File: src/rtl/pscp_map.svh
// Constants of the phase-shift coil-array power controller: offsets, fields, resets and timing.
// Assumes inclusion by bare name; holds definitions only.
`ifndef PSCP_MAP_SVH
`define PSCP_MAP_SVH
`define PSCP_CLK_KHZ        10000
`define PSCP_FSW_KHZ        130
`define PSCP_PER_CYC        ((`PSCP_CLK_KHZ / `PSCP_FSW_KHZ) / 2 * 2)
`define PSCP_PHASE_MAX_CD   18000
`define PSCP_FULL_CD        36000
`define PSCP_KP             1
`define PSCP_KI             0
`define PSCP_KD             0
`define PSCP_LOOP_CAP       2000
`define PSCP_SCALE_CD       1
`define PSCP_ILIM_TWO_MA    5000
`define PSCP_ILIM_ONE_MA    3000
`define PSCP_TRANS_NS       100000
`define PSCP_TRANS_CYC      ((`PSCP_TRANS_NS * `PSCP_CLK_KHZ + 999999) / 1000000)
`define PSCP_OFS_CTRL       8'h00
`define PSCP_OFS_COIL       8'h04
`define PSCP_OFS_TARGET     8'h08
`define PSCP_OFS_STATUS     8'h0c
`define PSCP_OFS_PHASE      8'h10
`define PSCP_OFS_CURRENT    8'h14
`define PSCP_CTRL_EN_BIT    0
`define PSCP_CTRL_PING_BIT  1
`define PSCP_CTRL_POWER_BIT 2
`define PSCP_CTRL_TWO_BIT   3
`define PSCP_ST_MODE_POS    5
`define PSCP_ST_LIMIT_BIT   7
`define PSCP_ST_CONFL_BIT   8
`define PSCP_RST_TARGET     16'h0000
`define PSCP_RST_COIL       8'h00
`endif

File: src/rtl/pscp_pkg.sv
// Types of the phase-shift coil-array power controller.
// Assumes the constants header is compiled alongside.
package pscp_pkg;
  typedef enum logic [4:0] {
    PSCP_IDLE   = 5'b00001,
    PSCP_PING   = 5'b00010,
    PSCP_TRANS1 = 5'b00100,
    PSCP_TRANS2 = 5'b01000,
    PSCP_POWER  = 5'b10000
  } pscp_state_e;

  typedef enum logic [1:0] {
    PSCP_MODE_RESONANT = 2'h0,
    PSCP_MODE_DAMPED   = 2'h1,
    PSCP_MODE_NORMAL   = 2'h2
  } pscp_mode_e;

  typedef struct packed {
    logic damp;
    logic trans;
  } pscp_sw_s;

  typedef struct packed {
    logic enable;
    logic two_coil;
  } pscp_cfg_s;
endpackage : pscp_pkg
File: src/rtl/pscp_ctrl.sv
// Power controller of a coil-array inductive transmitter: bridge legs, impedance switches, coil mux.
// Assumes a 10 MHz clock, synchronous inputs and a sensed RMS cell current in 1 mA steps.
`include "pscp_map.svh"
module pscp_ctrl #(
  parameter int NCOIL = 8
) (
  input  wire logic             ref_clk_i,
  input  wire logic             arst_n_i,
  input  wire logic [7:0]       addr_i,
  input  wire logic [31:0]      wdata_i,
  input  wire logic             wr_i,
  input  wire logic             rd_i,
  output logic      [31:0]      rdata_o,
  input  wire logic [15:0]      cell_ma_i,
  input  wire logic             cell_valid_i,
  input  wire logic [NCOIL-1:0] coil_busy_i,
  output logic [NCOIL-1:0]      coil_sel_o,
  output logic                  leg_a_o,
  output logic                  leg_b_o,
  output logic                  ping_damping_switch_o,
  output logic                  transition_switch_o
);
  localparam int IW = $clog2(NCOIL);
  localparam logic [7:0] PER = 8'(`PSCP_PER_CYC);
  localparam logic [7:0] HALF = 8'(`PSCP_PER_CYC / 2);
  localparam logic [14:0] PH_MAX = 15'(`PSCP_PHASE_MAX_CD);
  localparam logic [16:0] FULL = 17'(`PSCP_FULL_CD);
  localparam logic [10:0] TCYC = 11'(`PSCP_TRANS_CYC);
  localparam logic signed [17:0] CAP = 18'(`PSCP_LOOP_CAP);

  function automatic logic signed [17:0] clamp_cap(input logic signed [17:0] v);
    if (v > CAP) return CAP;
    if (v < -CAP) return -CAP;
    return v;
  endfunction : clamp_cap

  function automatic pscp_pkg::pscp_mode_e sw_mode(input pscp_pkg::pscp_sw_s s);
    if (s.trans) return pscp_pkg::PSCP_MODE_NORMAL;
    if (s.damp) return pscp_pkg::PSCP_MODE_DAMPED;
    return pscp_pkg::PSCP_MODE_RESONANT;
  endfunction : sw_mode

  // Control group: registers, sequencer, loop, mux and switches.
  pscp_pkg::pscp_state_e state_reg, state_next;
  pscp_pkg::pscp_cfg_s   cfg_reg, cfg_next;
  pscp_pkg::pscp_sw_s    sw_reg, sw_next;
  logic [IW-1:0]         coil_reg, coil_next;
  logic [15:0]           target_reg, target_next;
  logic [15:0]           meas_reg, meas_next;
  logic [14:0]           phase_reg, phase_next;
  logic [10:0]           tmr_reg, tmr_next;
  logic                  limit_reg, limit_next;
  logic                  confl_reg, confl_next;
  logic [NCOIL-1:0]      sel_reg, sel_next;
  logic [31:0]           rdata_reg, rdata_next;

  always_comb begin
    logic                  ping_cmd;
    logic                  pwr_cmd;
    logic [IW-1:0]         idx;
    logic [NCOIL-1:0]      req;
    logic [15:0]           lim;
    logic signed [17:0]    err;
    logic signed [17:0]    u;
    logic signed [17:0]    sum;
    ping_cmd = 1'b0;
    pwr_cmd = 1'b0;
    idx = '0;
    req = '0;
    lim = '0;
    err = '0;
    u = '0;
    sum = '0;
    state_next = state_reg;
    cfg_next = cfg_reg;
    coil_next = coil_reg;
    target_next = target_reg;
    meas_next = meas_reg;
    phase_next = phase_reg;
    tmr_next = tmr_reg;
    limit_next = limit_reg;
    if (wr_i && addr_i == `PSCP_OFS_CTRL) begin
      cfg_next.enable = wdata_i[`PSCP_CTRL_EN_BIT];
      cfg_next.two_coil = wdata_i[`PSCP_CTRL_TWO_BIT];
      ping_cmd = wdata_i[`PSCP_CTRL_PING_BIT];
      pwr_cmd = wdata_i[`PSCP_CTRL_POWER_BIT];
    end
    if (wr_i && addr_i == `PSCP_OFS_COIL) coil_next = wdata_i[IW-1:0];
    if (wr_i && addr_i == `PSCP_OFS_TARGET) target_next = wdata_i[15:0];
    // Sensed current keeps its 1 mA step; no bits are dropped.
    if (cell_valid_i) meas_next = cell_ma_i;
    lim = cfg_reg.two_coil ? 16'(`PSCP_ILIM_TWO_MA) : 16'(`PSCP_ILIM_ONE_MA);
    unique case (state_reg)
      pscp_pkg::PSCP_IDLE: begin
        if (cfg_next.enable && ping_cmd) begin
          state_next = pscp_pkg::PSCP_PING;
          phase_next = PH_MAX;
        end
      end
      pscp_pkg::PSCP_PING: begin
        if (pwr_cmd) begin
          state_next = pscp_pkg::PSCP_TRANS1;
          tmr_next = '0;
        end
      end
      pscp_pkg::PSCP_TRANS1, pscp_pkg::PSCP_TRANS2: begin
        // Transition switch holds the matching inductor current through the damping release.
        tmr_next = tmr_reg + 11'h001;
        if (tmr_reg == TCYC - 11'h001) begin
          tmr_next = '0;
          state_next = (state_reg == pscp_pkg::PSCP_TRANS1) ? pscp_pkg::PSCP_TRANS2 : pscp_pkg::PSCP_POWER;
        end
      end
      pscp_pkg::PSCP_POWER: begin
        if (ping_cmd) begin
          state_next = pscp_pkg::PSCP_PING;
          phase_next = PH_MAX;
        end else if (cell_valid_i) begin
          err = $signed({2'b00, target_reg}) - $signed({2'b00, cell_ma_i});
          u = clamp_cap(18'(`PSCP_KP * err));
          limit_next = cell_ma_i > lim;
          // The cap overrides the loop whenever the cell current is too high.
          if (cell_ma_i > lim) u = clamp_cap($signed({2'b00, lim}) - $signed({2'b00, cell_ma_i}));
          sum = $signed({3'b000, phase_reg}) + 18'(u * `PSCP_SCALE_CD);
          if (sum < 0) phase_next = '0;
          else if (sum > $signed({3'b000, PH_MAX})) phase_next = PH_MAX;
          else phase_next = sum[14:0];
        end
      end
    endcase
    if (!cfg_next.enable) begin
      state_next = pscp_pkg::PSCP_IDLE;
      limit_next = 1'b0;
    end
    unique case (state_next)
      pscp_pkg::PSCP_IDLE:   sw_next = '{damp: 1'b0, trans: 1'b0};
      pscp_pkg::PSCP_PING:   sw_next = '{damp: 1'b1, trans: 1'b0};
      pscp_pkg::PSCP_TRANS1: sw_next = '{damp: 1'b1, trans: 1'b1};
      pscp_pkg::PSCP_TRANS2: sw_next = '{damp: 1'b0, trans: 1'b1};
      pscp_pkg::PSCP_POWER:  sw_next = '{damp: 1'b0, trans: 1'b0};
    endcase
    // Two coils are a neighbouring pair, which always overlap.
    idx = coil_next;
    if (cfg_next.two_coil && idx > IW'(NCOIL - 2)) idx = IW'(NCOIL - 2);
    req = cfg_next.two_coil ? (NCOIL'(3) << idx) : (NCOIL'(1) << idx);
    // Coils held by another inverter are never joined to this one.
    confl_next = (req & coil_busy_i) != '0;
    sel_next = (state_next != pscp_pkg::PSCP_IDLE && !confl_next) ? req : '0;
    rdata_next = '0;
    if (rd_i) begin
      unique case (addr_i)
        `PSCP_OFS_CTRL:    rdata_next = 32'({cfg_reg.two_coil, 2'b00, cfg_reg.enable});
        `PSCP_OFS_COIL:    rdata_next = 32'(coil_reg);
        `PSCP_OFS_TARGET:  rdata_next = 32'(target_reg);
        `PSCP_OFS_STATUS:  rdata_next = 32'({confl_reg, limit_reg, sw_mode(sw_reg), state_reg});
        `PSCP_OFS_PHASE:   rdata_next = 32'(phase_reg);
        `PSCP_OFS_CURRENT: rdata_next = 32'(meas_reg);
        default:           rdata_next = '0;
      endcase
    end
  end

  always_ff @(posedge ref_clk_i or negedge arst_n_i) begin
    if (!arst_n_i) begin
      state_reg  <= pscp_pkg::PSCP_IDLE;
      cfg_reg    <= '0;
      sw_reg     <= '0;
      coil_reg   <= IW'(`PSCP_RST_COIL);
      target_reg <= `PSCP_RST_TARGET;
      meas_reg   <= '0;
      phase_reg  <= 15'(`PSCP_PHASE_MAX_CD);
      tmr_reg    <= '0;
      limit_reg  <= 1'b0;
      confl_reg  <= 1'b0;
      sel_reg    <= '0;
      rdata_reg  <= '0;
    end else begin
      state_reg  <= state_next;
      cfg_reg    <= cfg_next;
      sw_reg     <= sw_next;
      coil_reg   <= coil_next;
      target_reg <= target_next;
      meas_reg   <= meas_next;
      phase_reg  <= phase_next;
      tmr_reg    <= tmr_next;
      limit_reg  <= limit_next;
      confl_reg  <= confl_next;
      sel_reg    <= sel_next;
      rdata_reg  <= rdata_next;
    end
  end

  // Inverter group: period counter, dithered leg delay and leg outputs.
  // The delay resolves 0.01 degree on average by carrying the remainder over periods.
  logic [7:0]  cnt_reg, cnt_next;
  logic [7:0]  dly_reg, dly_next;
  logic [15:0] acc_reg, acc_next;
  logic        leg_a_reg, leg_a_next;
  logic        leg_b_reg, leg_b_next;

  always_comb begin
    logic [21:0] prod;
    logic [16:0] asum;
    logic [7:0]  t;
    logic        run;
    prod = 22'(phase_reg) * 22'(PER);
    asum = 17'(acc_reg) + 17'(prod % 22'(FULL));
    t = '0;
    run = state_reg != pscp_pkg::PSCP_IDLE;
    cnt_next = (cnt_reg == PER - 8'h01) ? 8'h00 : cnt_reg + 8'h01;
    dly_next = dly_reg;
    acc_next = acc_reg;
    if (cnt_reg == PER - 8'h01) begin
      dly_next = 8'(prod / 22'(FULL));
      acc_next = asum[15:0];
      if (asum >= FULL) begin
        dly_next = 8'(prod / 22'(FULL)) + 8'h01;
        acc_next = 16'(asum - FULL);
      end
    end
    t = (cnt_reg >= dly_reg) ? cnt_reg - dly_reg : 8'(cnt_reg + PER - dly_reg);
    leg_a_next = run && cnt_reg < HALF;
    leg_b_next = run && t < HALF;
  end

  always_ff @(posedge ref_clk_i or negedge arst_n_i) begin
    if (!arst_n_i) begin
      cnt_reg   <= '0;
      dly_reg   <= '0;
      acc_reg   <= '0;
      leg_a_reg <= 1'b0;
      leg_b_reg <= 1'b0;
    end else begin
      cnt_reg   <= cnt_next;
      dly_reg   <= dly_next;
      acc_reg   <= acc_next;
      leg_a_reg <= leg_a_next;
      leg_b_reg <= leg_b_next;
    end
  end

  assign rdata_o = rdata_reg;
  assign coil_sel_o = sel_reg;
  assign leg_a_o = leg_a_reg;
  assign leg_b_o = leg_b_reg;
  assign ping_damping_switch_o = sw_reg.damp;
  assign transition_switch_o = sw_reg.trans;

  // Helper: length of the current high run of the first leg, cleared to zero while it is low.
  logic [7:0] hi_run;
  always_ff @(posedge ref_clk_i or negedge arst_n_i) begin
    if (!arst_n_i) hi_run <= '0;
    else hi_run <= leg_a_o ? hi_run + 8'h01 : 8'h00;
  end

  property p_ping_entry;
    @(posedge ref_clk_i) disable iff (!arst_n_i)
    $rose(state_reg == pscp_pkg::PSCP_PING) |-> phase_reg == PH_MAX && ping_damping_switch_o && !transition_switch_o;
  endproperty
  a_ping_entry: assert property (p_ping_entry) else $error("ping entry setup wrong");
  property p_sw_state;
    @(posedge ref_clk_i) disable iff (!arst_n_i)
    (state_reg == pscp_pkg::PSCP_POWER |-> !ping_damping_switch_o && !transition_switch_o) and
    (state_reg == pscp_pkg::PSCP_PING |-> ping_damping_switch_o && !transition_switch_o);
  endproperty
  a_sw_state: assert property (p_sw_state) else $error("switch pattern wrong");
  property p_mode;
    @(posedge ref_clk_i) disable iff (!arst_n_i)
    rd_i && addr_i == `PSCP_OFS_STATUS |=> (rdata_o[6:5] == 2'h2) == $past(transition_switch_o);
  endproperty
  a_mode: assert property (p_mode) else $error("mode decode wrong");
  property p_smooth;
    @(posedge ref_clk_i) disable iff (!arst_n_i)
    $rose(state_reg == pscp_pkg::PSCP_POWER) |-> $past(transition_switch_o) && !$past(ping_damping_switch_o);
  endproperty
  a_smooth: assert property (p_smooth) else $error("resonant entry without transition");

  property p_raise;
    @(posedge ref_clk_i) disable iff (!arst_n_i)
    state_reg == pscp_pkg::PSCP_POWER && cell_valid_i && !wr_i && cell_ma_i < target_reg &&
    cell_ma_i <= 16'(`PSCP_ILIM_ONE_MA) |=> phase_reg >= $past(phase_reg);
  endproperty
  a_raise: assert property (p_raise) else $error("phase fell while current low");

  property p_cap;
    @(posedge ref_clk_i) disable iff (!arst_n_i)
    state_reg == pscp_pkg::PSCP_POWER && cell_valid_i && !wr_i && cell_ma_i > 16'(`PSCP_ILIM_TWO_MA)
    |=> phase_reg < $past(phase_reg) || phase_reg == '0;
  endproperty
  a_cap: assert property (p_cap) else $error("current cap ignored");

  property p_step;
    @(posedge ref_clk_i) disable iff (!arst_n_i)
    state_reg == pscp_pkg::PSCP_POWER && $past(state_reg) == pscp_pkg::PSCP_POWER |->
    (phase_reg >= $past(phase_reg) ? phase_reg - $past(phase_reg) : $past(phase_reg) - phase_reg) <= 15'(`PSCP_LOOP_CAP);
  endproperty
  a_step: assert property (p_step) else $error("loop step over cap");

  property p_coils;
    @(posedge ref_clk_i) disable iff (!arst_n_i)
    $countones(coil_sel_o) <= 2 && ($countones(coil_sel_o) != 2 || (coil_sel_o & (coil_sel_o >> 1)) != '0);
  endproperty
  a_coils: assert property (p_coils) else $error("illegal coil set");

  property p_excl;
    @(posedge ref_clk_i) disable iff (!arst_n_i)
    ##1 (coil_sel_o & $past(coil_busy_i)) == '0;
  endproperty
  a_excl: assert property (p_excl) else $error("coil shared with another inverter");

  // A high run that ends within 40 cycles of leaving idle may be cut short, so it is not judged.
  property p_duty;
    @(posedge ref_clk_i) disable iff (!arst_n_i)
    $fell(leg_a_o) && $past(state_reg) != pscp_pkg::PSCP_IDLE && $past(state_reg, 2) != pscp_pkg::PSCP_IDLE
    && hi_run != 8'h00 && $past(state_reg, 40) != pscp_pkg::PSCP_IDLE |-> hi_run == HALF;
  endproperty
  a_duty: assert property (p_duty) else $error("leg duty wrong");

  c_ping:  cover property (@(posedge ref_clk_i) disable iff (!arst_n_i) $rose(state_reg == pscp_pkg::PSCP_PING));
  c_power: cover property (@(posedge ref_clk_i) disable iff (!arst_n_i) $rose(state_reg == pscp_pkg::PSCP_POWER));
  c_limit: cover property (@(posedge ref_clk_i) disable iff (!arst_n_i) $rose(limit_reg));
  c_confl: cover property (@(posedge ref_clk_i) disable iff (!arst_n_i) $rose(confl_reg));
endmodule : pscp_ctrl

File: config.mk
export PLATFORM = sky130hd
export DESIGN_NAME = pscp_ctrl
export DESIGN_NICKNAME = d
export VERILOG_FILES = /design/src/rtl/pscp_pkg.sv /design/src/rtl/pscp_ctrl.sv
export VERILOG_INCLUDE_DIRS = /design/src /design/src/rtl
export SDC_FILE = /design/constraint.sdc
export NUM_CORES = 1
export LEC_CHECK = 0
export ABC_AREA = 0
export ABC_CLOCK_PERIOD_IN_PS = 14800
export BUFFER_PORTS_ARGS = -buffer_cell sky130_fd_sc_hd__buf_2
export CAP_MARGIN = 20
export CORE_MARGIN = 4
export CORE_UTILIZATION = 48
export DETAILED_ROUTE_END_ITERATION = 10
export HOLD_SLACK_MARGIN = 0.08
export PLACE_DENSITY_LB_ADDON = 0.1
export SLEW_MARGIN = 20
export SYNTH_ARGS = -nofsm -noshare
export SYNTH_HDL_FRONTEND = slang
export SYNTH_SLANG_ARGS = --single-unit
File: constraint.sdc
create_clock -name ref_clk_i -period 14.8 [get_ports ref_clk_i]
set_input_delay 3.7 -clock ref_clk_i [delete_from_list [all_inputs] [get_ports ref_clk_i]]
set_output_delay 3.7 -clock ref_clk_i [all_outputs]
set_load 0.01 [all_outputs]
==> impl_metrics.ini <==
[floorplan]
num_rows = 62
ios = 113
fp.coreArea_mm2 = 0.0289
fp.dieH_um = 180
fp.dieW_um = 180
die_area_mm2 = 0.0323
start_util_pct = 48.9

[power_and_ir_drop]
p_switching_w = 0.000911
intPower_w = 0.00108
total_power_w = 0.00199
p_sw_share_pct = 45.8
ir_drop_mv = 0.0871
clock_power_share_pct = 21.6
pwr-share-comb_pct = 60.1
p_per_area_mw_per_mm2 = 128
seq_power_share_pct = 18.3
leakage_nw = 7.01

[critical_path]
critPathKind = flop to flop
cp_common_cell = a21o_1
startpoint_type = flop
max_stage_delay_ns = 0.62
cp_data_arrival_time_ns = 14.08
cp_slowest_cell = a2111oi_2
worst_setup_path_end_kind = flop
critPathRequiredTime_ns = 15.09
worst-path-max-fanout = 11

[finish]
synthToLayoutAreaGrowth_pct = 9.88
layout-drive-gt1-share_pct = 13.8
multiInputGateArea_mm2 = 0.0102
seq_area_mm2 = 0.00321
fillers = 2785
nNetsFinal = 1978
stdcell_count = 2177
n_antenna_cell = 0

[sta]
tightest_slew_ns = 0.963
rsz0062_at_grt = false
fin_crit_ns = 13.79
skew_ns = 0.0260
max_freq_ghz = 0.0725
hold_viol_final = 0
finalMaxSlewViolations = 0
relSlewSlack_pct = 35.8
final-setup-viol-count = 0
min_period_over_period_pct = 93.1
tns_ns = 0

[synthesis]
synth_fa_ha_area_share_pct = 12.6
ys_types = 114
synthCells = 1717
async_flop_share_pct = 100
synth_xor_xnor_area_share_pct = 8.47
syn_area_mm2 = 0.0142
synth-seq-area-share_pct = 22.7
synth-compound-area-share_pct = 27.2
synthMuxAreaShare_pct = 5.22
ys_warn_count = 0
synth_edf_count = 0
synth-simple-area-share_pct = 18.2
syn_avg_cell_area_um2 = 8.25
synth_top_family_by_area = compound AO/OA/AOI/OAI gates
ys_seq_elements = 128
synth_ff_type = dfrtp_1

[clocking]
htree_levels = 4
clk_latency_ns = 0.44
numCtsBuffers = 17
cts_tree = done
cts_buffer_depth = 2
clkTransAtPathRegs_ns = 0.07
hold_buffers = 0
cts_root_buf = clkbuf_16
cts.sinks = 128

[route]
drtIter0Drc = 762
drtPass1Iterations = 6
ant_nets = 0
drcViolationCount = 0
routed_wl_um = 36600
wl_per_cell_um = 16.8
drt-vias-per-instance = 5.90
vias = 12900

[placed_design]
globalplace.congestion = 0.878
dp_hpwl_um = 28400
dp.cells = 2143
port_buffers = 80

[global_route]
grt_overflow_total = 0
grt.total_usage_pct = 22.2
grt_start_max_net_pins = 77
grt_first_pass_wirelength_um = 61800
grt_pass1_vias = 12600
antenna_found_initial = 0

[flow_run]
max_cap_violations = 0

[outcome]
outcome = finished clean

[worst_hold_path]
hold_class = flop to flop
[worst max-delay path, delay by kind of cell, from the launching register on]
family | cells | cell delay [ns]
buf+inv | 4 | 0.49
xor+xnor | 2 | 0.29
fa+ha+maj | 5 | 1.87
compound gates | 28 | 7.31
simple gates | 9 | 2.44
flops | 1 | 0.49
mux | 2 | 0.71
[area by class of cell]
cell class	instances	area share, %
multi-input combinational	1418	65.8
sequential	128	20.6
timing repair buffer	109	4.01
tap	384	3.09
clock buffer	17	2.73
inverter	106	2.56
clock inverter	15	1.16
[repair_timing]
item / in CTS / in global routing
buffers inserted: 0 / 2
resized for setup: 0 / 6
setup endpoints to repair: 0 / 18
[synthesized netlist by cell type (11+ instances only)]
cell,instances,area share (%)
nor2_1,142,3.8
nand2_1,139,3.7
a21oi_1,129,4.6
dfrtp_1,122,22
ha_1,110,9.7
inv_1,105,2.8
o21ai_0,92,3.3
xnor2_1,89,5.5
nand3_1,47,1.7
xor2_1,46,2.8
clkbuf_1,45,1.2
nor3_1,44,1.6
mux2_2,43,3.4
a21o_1,31,1.6
o21bai_1,28,1.5
and2_1,23,1.0
mux2i_1,21,1.5
a22oi_1,20,1.1
a31oi_1,20,0.88
fa_1,19,2.7
o22ai_1,18,0.80
nand4_1,17,0.75
o211ai_1,17,0.90
a211oi_1,16,0.85
buf_4,16,0.85
nor2b_1,16,0.71
nor4_1,16,0.71
buf_2,13,0.46
nand2b_1,13,0.57
o31ai_1,13,0.69
a22o_1,12,0.74
and3_1,12,0.53
or3_1,11,0.49
[power groups by stage]
stage	clock network [W]	logic [W]	registers, W
final	0.000430	0.00119	0.000364
after global routing	0.000457	0.00134	0.000365
after CTS	0.000441	0.00119	0.000363
after detailed placement	0	0.00118	0.000370
after global placement	0	0.00116	0.000370
after floorplan	0	0.000956	0.000368
[worst paths after layout]
| check | startpoint | end | slack, ns | depth (start not counted) |
|---|---|---|---|---|
| min reg2reg | acc_reg[2] | acc_reg[2] | 0.48 | 2 |
| min | acc_reg[2] | acc_reg[2] | 0.48 | 2 |
| min in group asynchronous | arst_n_i | acc_reg[4] | 3.22 | 1 |
| max in group asynchronous | arst_n_i | state_reg[1] | 10.22 | 2 |
| max reg2reg | phase_reg[5] | dly_reg[6] | 1.01 | 50 |
| max | phase_reg[5] | dly_reg[6] | 1.01 | 50 |
[stage by stage]
step / cell area (um^2) / hold WS [ns] / utilization [%] / setup slack, ns
6_report: 15600 / 0.479 / 53.8 / 1.01
3_5_place_dp: 14900 / 0.466 / 51.5 / 0.634
5_1_grt: 15600 / 0.498 / 53.8 / 0.0907
2_1_floorplan: 14200 / 0.450 / - / 2.33
4_1_cts: 15500 / 0.484 / 53.6 / 0.560
3_3_place_gp: 14900 / 0.465 / 51.5 / 0.711
[layout by cell type, fill, tap and decap left out, drive strengths merged, types with 19 or more instances in the layout]
cell type,instances
and2,23
buf,109
a21o,32
nor3,46
inv,114
a31oi,21
fa,19
nand3,48
a21oi,133
nor2,144
dfrtp,122
a22oi,20
xnor2,90
o211ai,20
a211oi,22
mux2,43
xor2,46
o21bai,28
ha,110
o21ai,104
nand2,139
mux2i,21
[cell families (layout without fill, tap and decap cells)]
family,after synthesis,in the layout
buf+inv,186,247
compound gates,545,545
xor+xnor,136,136
flops,128,128
simple gates,523,523
mux,66,66
fa+ha+maj,132,132
other cells,1,16
[layer usage]
metal	vias up	track usage, %	part of all wire (%)
li1	6429	-	-
met1	6118	30.5	48
met2	272	37.9	48
met3	31	2.83	3.6
met4	0	4.69	1.1
met5	-	0	0
Power figures use the tool's default switching activity.
